File: config.mk
export PLATFORM = sky130hd
export DESIGN_NAME = async_dma_context_control
export DESIGN_NICKNAME = d
export VERILOG_FILES = /design/src/async_dma_pkg.sv /design/src/async_ctx_ctrl.sv /design/src/async_dma_context_control.sv
export VERILOG_INCLUDE_DIRS = /design/src
export SDC_FILE = /design/constraint.sdc
export NUM_CORES = 1
export LEC_CHECK = 0
export BUFFER_PORTS_ARGS = -buffer_cell sky130_fd_sc_hd__buf_2
export CAP_MARGIN = 25
export CORE_UTILIZATION = 40
export DETAILED_ROUTE_END_ITERATION = 12
export PLACE_DENSITY = 0.73
export SYNTH_ARGS = -nofsm -noshare
export SYNTH_HDL_FRONTEND = slang
export SYNTH_SLANG_ARGS = --single-unit
export TNS_END_PERCENT = 50
File: constraint.sdc
create_clock -name CLOCK_I -period 10.4 [get_ports CLOCK_I]
set_input_delay 2.08 -clock CLOCK_I [delete_from_list [all_inputs] [get_ports CLOCK_I]]
set_output_delay 2.08 -clock CLOCK_I [all_outputs]
set_load 0.02 [all_outputs]
File: src/async_dma_params.svh
// constants of the asynchronous dma context control block
`ifndef ASYNC_DMA_PARAMS_SVH
`define ASYNC_DMA_PARAMS_SVH

// ============================================================
// register offsets (byte addresses)
`define PHYS_UPPER_BOUND_OFF 12'h120
`define TX_REQ_CTRL_SET_OFF 12'h180
`define TX_REQ_CTRL_CLR_OFF 12'h184
`define TX_REQ_CMD_PTR_OFF 12'h19C
`define TX_RESP_CTRL_SET_OFF 12'h1A0
`define TX_RESP_CTRL_CLR_OFF 12'h1A4
`define TX_RESP_CMD_PTR_OFF 12'h1AC
`define RX_REQ_CTRL_SET_OFF 12'h1C0
`define RX_REQ_CTRL_CLR_OFF 12'h1C4
`define RX_REQ_CMD_PTR_OFF 12'h1CC
`define RX_RESP_CTRL_SET_OFF 12'h1E0
`define RX_RESP_CTRL_CLR_OFF 12'h1E4
`define RX_RESP_CMD_PTR_OFF 12'h1EC

// ============================================================
// context control field positions
`define RUN_BIT 15
`define WAKE_BIT 12
`define DEAD_BIT 11
`define ACTIVE_BIT 10
`define SPD_MSB 7
`define SPD_LSB 5
`define EVT_MSB 4
`define EVT_LSB 0
`define PTR_Z_MSB 3
`define PTR_Z_LSB 0

// ============================================================
// reset values
`define PHYS_UPPER_BOUND_VALUE 32'h0000_0000
`define CMD_PTR_RESET 32'h0000_0000
`define SPD_RESET 3'h0
`define EVT_RESET 5'h00
`define PTR_Z_INVALID 4'h0

`endif

File: src/async_dma_pkg.sv
// types shared by the asynchronous dma context control block
package async_dma_pkg;

    // ============================================================
    // descriptor sequencer states of one context
    typedef enum logic [1:0] {
        CTX_IDLE,
        CTX_FETCH,
        CTX_PROCESS,
        CTX_SUSPEND
    } ctx_state_t;

    typedef logic [31:0] word_t;

endpackage : async_dma_pkg

File: src/async_ctx_ctrl.sv
// control and status flags plus descriptor sequencer of one async context
`timescale 1ns/1ps
`default_nettype none
`include "async_dma_params.svh"

module async_ctx_ctrl (
    input wire logic clk_i,
    input wire logic rst_i,
    input wire logic soft_rst_i,
    input wire logic set_we_i,
    input wire logic clr_we_i,
    input wire async_dma_pkg::word_t wdata_i,
    input wire logic ptr_valid_i,
    input wire logic fetch_ack_i,
    input wire logic desc_done_i,
    input wire logic desc_more_i,
    input wire logic fatal_i,
    input wire logic status_we_i,
    input wire logic [4:0] event_code_i,
    input wire logic [2:0] speed_i,
    output async_dma_pkg::word_t ctrl_o,
    output logic fetch_req_o,
    output logic active_o,
    output logic run_o
);
    import async_dma_pkg::*;

    ctx_state_t state_reg;
    ctx_state_t state_next;
    logic run_reg;
    logic wake_reg;
    logic dead_reg;
    logic active_reg;
    logic fetch_reg;
    logic [2:0] spd_reg;
    logic [4:0] evt_reg;
    logic run_set;
    logic run_clr;
    logic wake_set;
    logic start_bad;
    logic fatal_hit;
    logic fetched;

    assign run_set = set_we_i & wdata_i[`RUN_BIT];
    assign run_clr = clr_we_i & wdata_i[`RUN_BIT];
    // the clear address has no effect on wake: software can only set it
    assign wake_set = set_we_i & wdata_i[`WAKE_BIT];
    assign start_bad = run_set & ~run_reg & ~ptr_valid_i;
    assign fatal_hit = (fatal_i & (state_reg != CTX_IDLE)) | start_bad;
    assign fetched = (state_reg == CTX_FETCH) & fetch_ack_i;

    // ============================================================
    // software flags and the hardware-set dead flag
    always_ff @(posedge clk_i) begin
        if (rst_i | soft_rst_i) begin
            run_reg <= 1'b0;
        end else if (run_set) begin
            run_reg <= 1'b1;
        end else if (run_clr) begin
            run_reg <= 1'b0;
        end
    end

    // a wake set in the cycle of a fetch wins so the request is not lost
    always_ff @(posedge clk_i) begin
        if (rst_i | soft_rst_i) begin
            wake_reg <= 1'b0;
        end else if (wake_set) begin
            wake_reg <= 1'b1;
        end else if (fetched) begin
            wake_reg <= 1'b0;
        end
    end

    always_ff @(posedge clk_i) begin
        if (rst_i | soft_rst_i) begin
            dead_reg <= 1'b0;
        end else if (fatal_hit) begin
            dead_reg <= 1'b1;
        end else if (run_clr) begin
            dead_reg <= 1'b0;
        end
    end

    // ============================================================
    // completion status from the engine
    always_ff @(posedge clk_i) begin
        if (rst_i) begin
            spd_reg <= `SPD_RESET;
            evt_reg <= `EVT_RESET;
        end else if (status_we_i) begin
            spd_reg <= speed_i;
            evt_reg <= event_code_i;
        end
    end

    // ============================================================
    // descriptor sequencer
    always_comb begin
        state_next = state_reg;
        case (state_reg)
            CTX_IDLE: begin
                if (run_set & ~run_reg & ptr_valid_i) begin
                    state_next = CTX_FETCH;
                end
            end
            CTX_FETCH: begin
                if (fatal_i | run_clr | ~run_reg) begin
                    state_next = CTX_IDLE;
                end else if (fetch_ack_i) begin
                    state_next = CTX_PROCESS;
                end
            end
            CTX_PROCESS: begin
                // a cleared run lets the current descriptor finish first
                if (fatal_i) begin
                    state_next = CTX_IDLE;
                end else if (desc_done_i) begin
                    if (run_clr | ~run_reg) begin
                        state_next = CTX_IDLE;
                    end else if (desc_more_i | wake_reg | wake_set) begin
                        state_next = CTX_FETCH;
                    end else begin
                        state_next = CTX_SUSPEND;
                    end
                end
            end
            CTX_SUSPEND: begin
                if (run_clr | ~run_reg) begin
                    state_next = CTX_IDLE;
                end else if (wake_reg) begin
                    state_next = CTX_FETCH;
                end
            end
            default: begin
                state_next = CTX_IDLE;
            end
        endcase
    end

    always_ff @(posedge clk_i) begin
        if (rst_i | soft_rst_i) begin
            state_reg <= CTX_IDLE;
            fetch_reg <= 1'b0;
            active_reg <= 1'b0;
        end else begin
            state_reg <= state_next;
            fetch_reg <= (state_next == CTX_FETCH);
            active_reg <= (state_next == CTX_FETCH) | (state_next == CTX_PROCESS);
        end
    end

    // reserved ranges stay zero in the read value
    always_comb begin
        ctrl_o = 32'h0000_0000;
        ctrl_o[`RUN_BIT] = run_reg;
        ctrl_o[`WAKE_BIT] = wake_reg;
        ctrl_o[`DEAD_BIT] = dead_reg;
        ctrl_o[`ACTIVE_BIT] = active_reg;
        ctrl_o[`SPD_MSB:`SPD_LSB] = spd_reg;
        ctrl_o[`EVT_MSB:`EVT_LSB] = evt_reg;
    end

    assign fetch_req_o = fetch_reg;
    assign active_o = active_reg;
    assign run_o = run_reg;

endmodule : async_ctx_ctrl
`default_nettype wire

File: src/async_dma_context_control.sv
// apb register slave and four asynchronous dma context controls
//
// Operation
// - physical upper bound reads zero, ignores writes
// - reserved control bits always read zero
// - each context has set and clear addresses
// - run changes by hardware only on reset
// - wake is set-only by software, resumes processing
// - wake clears on every descriptor fetch; a wake set in the same cycle wins and stays set
// - fatal error sets read-only dead flag
// - dead clears when software clears run
// - active reads one while processing descriptors
// - speed code field reports packet speed
// - event code holds ack or error code
// - run start fetches at command pointer
// - pointer count zero marks address invalid
`timescale 1ns/1ps
`default_nettype none
`include "async_dma_params.svh"

module async_dma_context_control #(
    parameter int N_CTX = 4,
    parameter int ADDR_W = 12
) (
    input wire logic CLOCK_I,
    input wire logic RESET_I,
    input wire logic SOFT_RESET_I,
    input wire logic PSEL_I,
    input wire logic PENABLE_I,
    input wire logic PWRITE_I,
    input wire logic [ADDR_W-1:0] PADDR_I,
    input wire async_dma_pkg::word_t PWDATA_I,
    output async_dma_pkg::word_t PRDATA_O,
    output logic PREADY_O,
    output logic PSLVERR_O,
    input wire logic [N_CTX-1:0] FETCH_ACK_I,
    input wire logic [N_CTX-1:0] DESC_DONE_I,
    input wire logic [N_CTX-1:0] DESC_MORE_I,
    input wire logic [N_CTX-1:0] FATAL_I,
    input wire logic [N_CTX-1:0] STATUS_WE_I,
    input wire logic [5*N_CTX-1:0] EVENT_CODE_I,
    input wire logic [3*N_CTX-1:0] SPEED_I,
    output logic [N_CTX-1:0] FETCH_REQ_O,
    output logic [32*N_CTX-1:0] FETCH_PTR_O,
    output logic [N_CTX-1:0] ACTIVE_O,
    output logic [N_CTX-1:0] RUN_O
);
    import async_dma_pkg::*;

    // ============================================================
    // address map of the contexts, in context order
    localparam logic [ADDR_W-1:0] SET_OFF [4] = '{
        `TX_REQ_CTRL_SET_OFF,
        `TX_RESP_CTRL_SET_OFF,
        `RX_REQ_CTRL_SET_OFF,
        `RX_RESP_CTRL_SET_OFF
    };
    localparam logic [ADDR_W-1:0] CLR_OFF [4] = '{
        `TX_REQ_CTRL_CLR_OFF,
        `TX_RESP_CTRL_CLR_OFF,
        `RX_REQ_CTRL_CLR_OFF,
        `RX_RESP_CTRL_CLR_OFF
    };
    localparam logic [ADDR_W-1:0] PTR_OFF [4] = '{
        `TX_REQ_CMD_PTR_OFF,
        `TX_RESP_CMD_PTR_OFF,
        `RX_REQ_CMD_PTR_OFF,
        `RX_RESP_CMD_PTR_OFF
    };

    // ============================================================
    // bus phases
    logic setup_phase;
    logic access_done;
    logic wr_commit;
    logic pready_reg;
    logic pslverr_reg;
    word_t prdata_reg;

    // decode results
    logic [N_CTX-1:0] hit_set;
    logic [N_CTX-1:0] hit_clr;
    logic [N_CTX-1:0] hit_ptr;
    logic hit_bound;
    logic hit_any;
    word_t rd_value;

    // per-context state
    word_t ctrl_word [N_CTX];
    word_t cmd_ptr_reg [N_CTX];
    logic [N_CTX-1:0] ptr_valid;
    logic [N_CTX-1:0] set_we;
    logic [N_CTX-1:0] clr_we;
    logic [N_CTX-1:0] fetch_req;
    logic [N_CTX-1:0] active;
    logic [N_CTX-1:0] run;

    assign setup_phase = PSEL_I & ~PENABLE_I;
    // the slave always answers in the first access cycle
    assign access_done = PSEL_I & PENABLE_I & pready_reg;
    assign wr_commit = access_done & PWRITE_I;

    // ============================================================
    // address decode
    always_comb begin
        hit_set = '0;
        hit_clr = '0;
        hit_ptr = '0;
        for (int i = 0; i < N_CTX; i++) begin
            hit_set[i] = (PADDR_I == SET_OFF[i]);
            hit_clr[i] = (PADDR_I == CLR_OFF[i]);
            hit_ptr[i] = (PADDR_I == PTR_OFF[i]);
        end
        hit_bound = (PADDR_I == `PHYS_UPPER_BOUND_OFF);
        hit_any = hit_bound | (|hit_set) | (|hit_clr) | (|hit_ptr);
    end

    // the set and clear addresses of a context return the same word
    always_comb begin
        rd_value = 32'h0000_0000;
        if (hit_bound) begin
            rd_value = `PHYS_UPPER_BOUND_VALUE;
        end
        for (int i = 0; i < N_CTX; i++) begin
            if (hit_set[i] | hit_clr[i]) begin
                rd_value = ctrl_word[i];
            end
            if (hit_ptr[i]) begin
                rd_value = cmd_ptr_reg[i];
            end
        end
    end

    // ============================================================
    // apb answer
    // read data is sampled in the setup cycle; a hardware update in the
    // access cycle itself shows on the next read
    always_ff @(posedge CLOCK_I) begin
        if (RESET_I) begin
            pready_reg <= 1'b0;
        end else begin
            pready_reg <= setup_phase;
        end
    end

    always_ff @(posedge CLOCK_I) begin
        if (RESET_I) begin
            pslverr_reg <= 1'b0;
        end else begin
            pslverr_reg <= setup_phase & ~hit_any;
        end
    end

    always_ff @(posedge CLOCK_I) begin
        if (RESET_I) begin
            prdata_reg <= 32'h0000_0000;
        end else if (setup_phase & ~PWRITE_I) begin
            prdata_reg <= rd_value;
        end else if (access_done) begin
            prdata_reg <= 32'h0000_0000;
        end
    end

    // ============================================================
    // write strobes; the bound location has none so writes vanish
    always_comb begin
        for (int i = 0; i < N_CTX; i++) begin
            set_we[i] = wr_commit & hit_set[i];
            clr_we[i] = wr_commit & hit_clr[i];
        end
    end

    // ============================================================
    // command pointers
    // software may rewrite a pointer while the context runs; the new
    // value reaches FETCH_PTR_O at once; its validity only matters at the next start
    always_ff @(posedge CLOCK_I) begin
        for (int i = 0; i < N_CTX; i++) begin
            if (RESET_I) begin
                cmd_ptr_reg[i] <= `CMD_PTR_RESET;
            end else if (wr_commit & hit_ptr[i]) begin
                cmd_ptr_reg[i] <= PWDATA_I;
            end
        end
    end

    always_comb begin
        for (int i = 0; i < N_CTX; i++) begin
            ptr_valid[i] = (cmd_ptr_reg[i][`PTR_Z_MSB:`PTR_Z_LSB] != `PTR_Z_INVALID);
        end
    end

    // ============================================================
    // context instances
    for (genvar g = 0; g < N_CTX; g++) begin : gen_ctx
        async_ctx_ctrl u_ctx (
            .clk_i(CLOCK_I),
            .rst_i(RESET_I),
            .soft_rst_i(SOFT_RESET_I),
            .set_we_i(set_we[g]),
            .clr_we_i(clr_we[g]),
            .wdata_i(PWDATA_I),
            .ptr_valid_i(ptr_valid[g]),
            .fetch_ack_i(FETCH_ACK_I[g]),
            .desc_done_i(DESC_DONE_I[g]),
            .desc_more_i(DESC_MORE_I[g]),
            .fatal_i(FATAL_I[g]),
            .status_we_i(STATUS_WE_I[g]),
            .event_code_i(EVENT_CODE_I[5*g +: 5]),
            .speed_i(SPEED_I[3*g +: 3]),
            .ctrl_o(ctrl_word[g]),
            .fetch_req_o(fetch_req[g]),
            .active_o(active[g]),
            .run_o(run[g])
        );
    end

    // ============================================================
    // outputs
    // the pointer handed out is the command pointer register as it stands now;
    // the engine follows branch addresses by itself afterwards
    always_comb begin
        for (int i = 0; i < N_CTX; i++) begin
            FETCH_PTR_O[32*i +: 32] = cmd_ptr_reg[i];
        end
    end

    assign PRDATA_O = prdata_reg;
    assign PREADY_O = pready_reg;
    assign PSLVERR_O = pslverr_reg;
    assign FETCH_REQ_O = fetch_req;
    assign ACTIVE_O = active;
    assign RUN_O = run;

endmodule : async_dma_context_control
`default_nettype wire

==> run metrics, run 1 <==
status finished, final reports clean; detailed-route via count about 8.7k; initial DRC count a little over 900; first-pass GRT wire length 48300 um; sequential area share after synthesis 0.559; Max Root-Sink Buffers 3; # port buffers 275; NetSw 0.463 mW; Power, Total between 1.5 and 2 mW; peak supply drop about 130 uV; Placer Congestion between 0.8 and 0.9; RSZ-0062 raised after global routing false; total CTS buffers 25; Final min period between 4 and 5 ns; most common cell after layout, fill and taps aside buf_2; post-route setup TNS 0 ns; Hold WC Path Type flop to flop; Internal around 1.5 mW; cell taking the most area after synthesis edfxtp_1; Mapped Nets between 1k and 1.5k; sw frac 0.234; Starting Density 0.407; CP max FO 56; routed wire length per instance ~21 um; synth unique cells a little under 70; IO Pins around 280; die area 26300 um2; max FFs per register around 130; Setup crit end kind flop; Syn-to-layout area delta 25.1%; grt ovf 0; yosys warns 0; CP max stage delay approximately 0.73 ns; Post-DRT Antenna Nets 0; post-synthesis mux area share 0.0313; Crit Path Class input port to flop; adder-cell area share of the yosys netlist 0.00488; hpwl dp about 23000 um; Antenna Cells 0; commonest cells after routing, fill and taps aside 275 x buf_2, 134 x and2_1, 128 x edfxtp_1; Peak Freq roughly 230 MHz; worst skew pair latency ~0.52 ns; initial antenna violation count 2; synth top area cells edfxtp_1 38%, dfxtp_1 18%, and2_1 8.2%; clock net sink count around 220; fraction of layout instances using a drive strength above 1 0.308; reg2reg end cmd_ptr_reg[1][22]; LEAKAGE approximately 5.4 nW; Reg2Reg Launch Point PREADY_O; mapped cell area 10200 um2; Hold Crit Endpoint PRDATA_O[8]; nets between 1k and 1.5k; largest family of logic cells by synthesized area simple AND/OR/NAND/NOR gates; CORE AREA about 25000 um2; Routed WL roughly 32000 um; area fraction in compound gates after synthesis 0.115; final period utilization 0.421; max-capacitance violation count 0; Setup Fix Bufs, Post-CTS 0; r2r worst-path depth 5; Pre-antenna DRT Iters 6; vias in the first global route between 8k and 9k; slowest CP cell nor3_4; PD cells ~150 nW/um2; Least-Margin Pin Slew between 1 and 1.5 ns; area fraction in and, or, nand and nor cells after synthesis 0.250; Resized Gates After CTS 0; Worst slew margin 0.307; final hold violation count 0; Hold Crit Start PRDATA_O[8]; Reg power frac 0.488; final setup fails 0; die width 162 um; hold slack final ~0.47 ns; CP Cell Sequence buf_2 > buf_4 > or3b_2 > nor3_4 > nand2_1 > o32ai_1; Crit path arrival time 4.79 ns; asr flop ratio synth 0; Avg Cell Area, Syn 10.7 um2; hold depth 1; largest net degree at the start of global routing 57; Die Y 162 um; cell count after synthesis just under 1k; crit path launch type input port; number of cell rows 58; post-route DRC violation count 0; Filler Cell Count 2238; prevailing post-synth register cell edfxtp_1; number of synthesized flops with an enable pin 128; H-Tree Depth 1; setup slack, reg-to-reg 7.95 ns; Clk pwr share 0.439; Setup Skew ~0.011 ns; #FFs+latches synth roughly 220; combinational power share 0.074; Via density 5.67; clock tree from TritonCTS done; post-synth top area share 0.375; gr usage total 0.240; Root Driver clkbuf_16; max-slew violations 0; xor-xnor portion of the synthesized cell area 0; CP required about 11 ns; Hold-fix buffers, CTS 0; CTS clock-pin slew for the worst setup and hold paths 0.06 ns
-- synth_stat cells (12+ instances only) --
cell type  instances
a221oi_1          12
a22o_1            20
a22oi_1           16
a32o_1            12
and2_1           135
buf_4             12
clkbuf_1          64
dfxtp_1           94
edfxtp_1         128
mux2i_1           32
nand2_1           15
nand3_1          100
nand4_1           21
nor2_1            87
o21ai_0           27
o22ai_1           13
o32ai_1           12
or2_2             13
-- layer usage --
metal	global-route usage	share of wire
met1	0.316	0.41
met2	0.401	0.47
met3	0.0457	0.087
met4	0.0678	0.025
met5	0	0.00084
-- final cells by class --
type	instances	area, um2	area share
clock inverters	15	153	0.0119
repair buffers	294	1640	0.128
clock buffers	30	644	0.0503
flip-flops and latches	222	5730	0.447
multi-input cells	646	4230	0.330
inverters	4	15.0	0.00117
well taps	330	413	0.0322
-- worst max-delay path: cells and delay by family --
family | cells | cell delay [ns]
AND/OR/NAND/NOR | 3 | 1.88
buffers and inverters | 2 | 0.39
AO/OA/AOI/OAI | 1 | 0.42
-- cells by family (layout without fill, tap and decap cells) --
logic type	Yosys count	in the layout
compound gates	159	159
fa+ha+maj	4	4
buf+inv	93	343
flops	222	222
mux	32	32
simple gates	451	451
-- metrics by stage --
stage          cells  worst slack, ns  area (um2)   util
6_report        1541             6.03       12800  0.509
4_1_cts         1535             5.75       12700  0.504
3_3_place_gp    1487             5.35       11800  0.470
5_1_grt         1541             5.88       12800  0.509
2_1_floorplan    961             5.58       10200      -
3_5_place_dp    1490             5.23       11900  0.473
-- power groups by stage --
stage / clock network (mW) / logic [mW] / registers (mW)
finish: 0.866 / 0.146 / 0.963
global route: 0.914 / 0.157 / 0.964
CTS: 0.875 / 0.142 / 0.963
detailed placement: 0 / 0.141 / 0.982
global placement: 0 / 0.136 / 0.982
floorplan: 0 / 0.0598 / 0.993
-- worst max path at each step --
stage / startpoint / endpoint / slack (ns) / cells past startpoint
2_1_floorplan: PADDR_I[6] / cmd_ptr_reg[3][0] / 5.58 / 5
3_3_place_gp: PADDR_I[3] / cmd_ptr_reg[3][20] / 5.35 / 4
3_5_place_dp: PADDR_I[3] / cmd_ptr_reg[3][19] / 5.23 / 5
4_1_cts: PADDR_I[3] / cmd_ptr_reg[3][19] / 5.75 / 5
5_1_grt: RESET_I / PRDATA_O[2] / 5.88 / 6
6_report: RESET_I / PRDATA_O[4] / 6.03 / 6
(Power assumes the default switching activity.)
==> run 2: changes to the inputs <==
- clock period: 10.4 -> 4.44 ns (I/O delays scaled with it)
==> run metrics, run 2 (synthesis gave the netlist of run 1 again) <==
status finished, final reports clean; Filler Cell Count about 2.3k; commonest cells after routing, fill and taps aside 275 x buf_2, 134 x and2_1, 128 x edfxtp_1; Resized Gates After CTS 0; vias in the first global route roughly 8.4k; CP max FO 17; crit path launch type input port; storage element area ~5700 um2; worst skew pair latency approximately 0.52 ns; H-Tree Depth 1; final setup fails 0; grt ovf 0; max-slew violations 0; post-route setup TNS 0 ns; Die Y 162 um; max-capacitance violation count 0; peak supply drop ~340 uV; PD cells approximately 360 nW/um2; Hold Crit Start PRDATA_O[13]; Reg2Reg Launch Point PREADY_O; CTS clock-pin slew for the worst setup and hold paths roughly 0.06 ns; Antenna Cells 0; Starting Density 0.407; IO Pins approximately 280; clock tree from TritonCTS done; Setup crit end kind flop; final period utilization 0.667; Hold Crit Endpoint PRDATA_O[13]; # port buffers ~280; Worst slew margin 0.349; most common cell after layout, fill and taps aside buf_2; Crit Path Class input port to flop; Power, Total approximately 4.5 mW; Max Root-Sink Buffers 3; number of cell rows 58; clock net sink count approximately 220; largest net degree at the start of global routing 56; Crit path arrival time 3.16 ns; reg2reg end cmd_ptr_reg[2][27]; Syn-to-layout area delta 24.0%; Setup Skew roughly 0.0094 ns; max FFs per register between 100 and 150; initial DRC count roughly 1.3k; Via density just under 6; Final min period 2.96 ns; r2r worst-path depth 4; die area 26300 um2; Placer Congestion just under 0.9; nets approximately 1.3k; CORE AREA approximately 25000 um2; final hold violation count 0; setup slack, reg-to-reg 1.98 ns; Hold WC Path Type flop to flop; total CTS buffers 24; LEAKAGE approximately 5.4 nW; hold slack final 0.476 ns; Routed WL 33300 um; fraction of layout instances using a drive strength above 1 0.312; multi-input logic area roughly 4200 um2; initial antenna violation count 2; CP required roughly 4.6 ns; detailed-route via count roughly 9k; hold depth 1; Pre-antenna DRT Iters 7; Setup Fix Bufs, Post-CTS 0; Hold-fix buffers, CTS 0; Least-Margin Pin Slew a little under 1 ns; post-route DRC violation count 0; Root Driver clkbuf_16; first-pass GRT wire length 49500 um; gr usage total 0.247; hpwl dp 23900 um; RSZ-0062 raised after global routing false; routed wire length per instance about 22 um; Peak Freq about 340 MHz; die width 162 um; Post-DRT Antenna Nets 0
-- run 2: per-stage QoR --
stage	util	setup WS, ns	area (um2)	cells
global route	0.505	1.35	12700	1543
detailed placement	0.474	0.955	11900	1498
floorplan	-	0.815	10200	961
finish	0.505	1.48	12700	1543
global placement	0.474	0.997	11900	1498
CTS	0.505	1.49	12700	1542
-- run 2: where the power goes --
| part | internal (mW) | switching [mW] |
|---|---|---|
| Sequential | 2.22 | 0.0402 |
| Combinational | 0.113 | 0.226 |
| Clock | 1.12 | 0.827 |
-- run 2: worst max path at each step --
| stage | slack (ns) | end | depth (start not counted) | start |
|---|---|---|---|---|
| after global routing | 1.35 | gen_ctx[3].u_ctx.active_o | 8 | PADDR_I[5] |
| final | 1.48 | cmd_ptr_reg[2][27] | 5 | PADDR_I[9] |
| after global placement | 1.0 | cmd_ptr_reg[2][26] | 5 | PADDR_I[9] |
| after CTS | 1.49 | cmd_ptr_reg[2][9] | 5 | PADDR_I[9] |
| after detailed placement | 0.95 | cmd_ptr_reg[2][23] | 5 | PADDR_I[9] |
| after floorplan | 0.82 | cmd_ptr_reg[3][0] | 5 | PADDR_I[6] |
-- run 2: critical path, cell delays in order --
cell and delay (ns):
buf_2 0.11, nor4b_2 0.52, nand4_2 0.56, o21bai_4 0.67, buf_4 0.38
-- run 2: cell type report --
cell class	instances	share of cell area
inverter	4	0.00118
tap	330	0.0325
timing repair buffer	297	0.123
multi-input combinational	646	0.333
clock inverter	11	0.00728
clock buffer	33	0.0527
sequential	222	0.450
-- run 2: layer usage --
metal  up-vias  routed length, um  GRT usage
met1      4255              13400      0.330
met5         -                 31          0
met2       565              15900      0.411
li1       4016                  -          -
met3        75               3260     0.0488
met4         4                766     0.0617
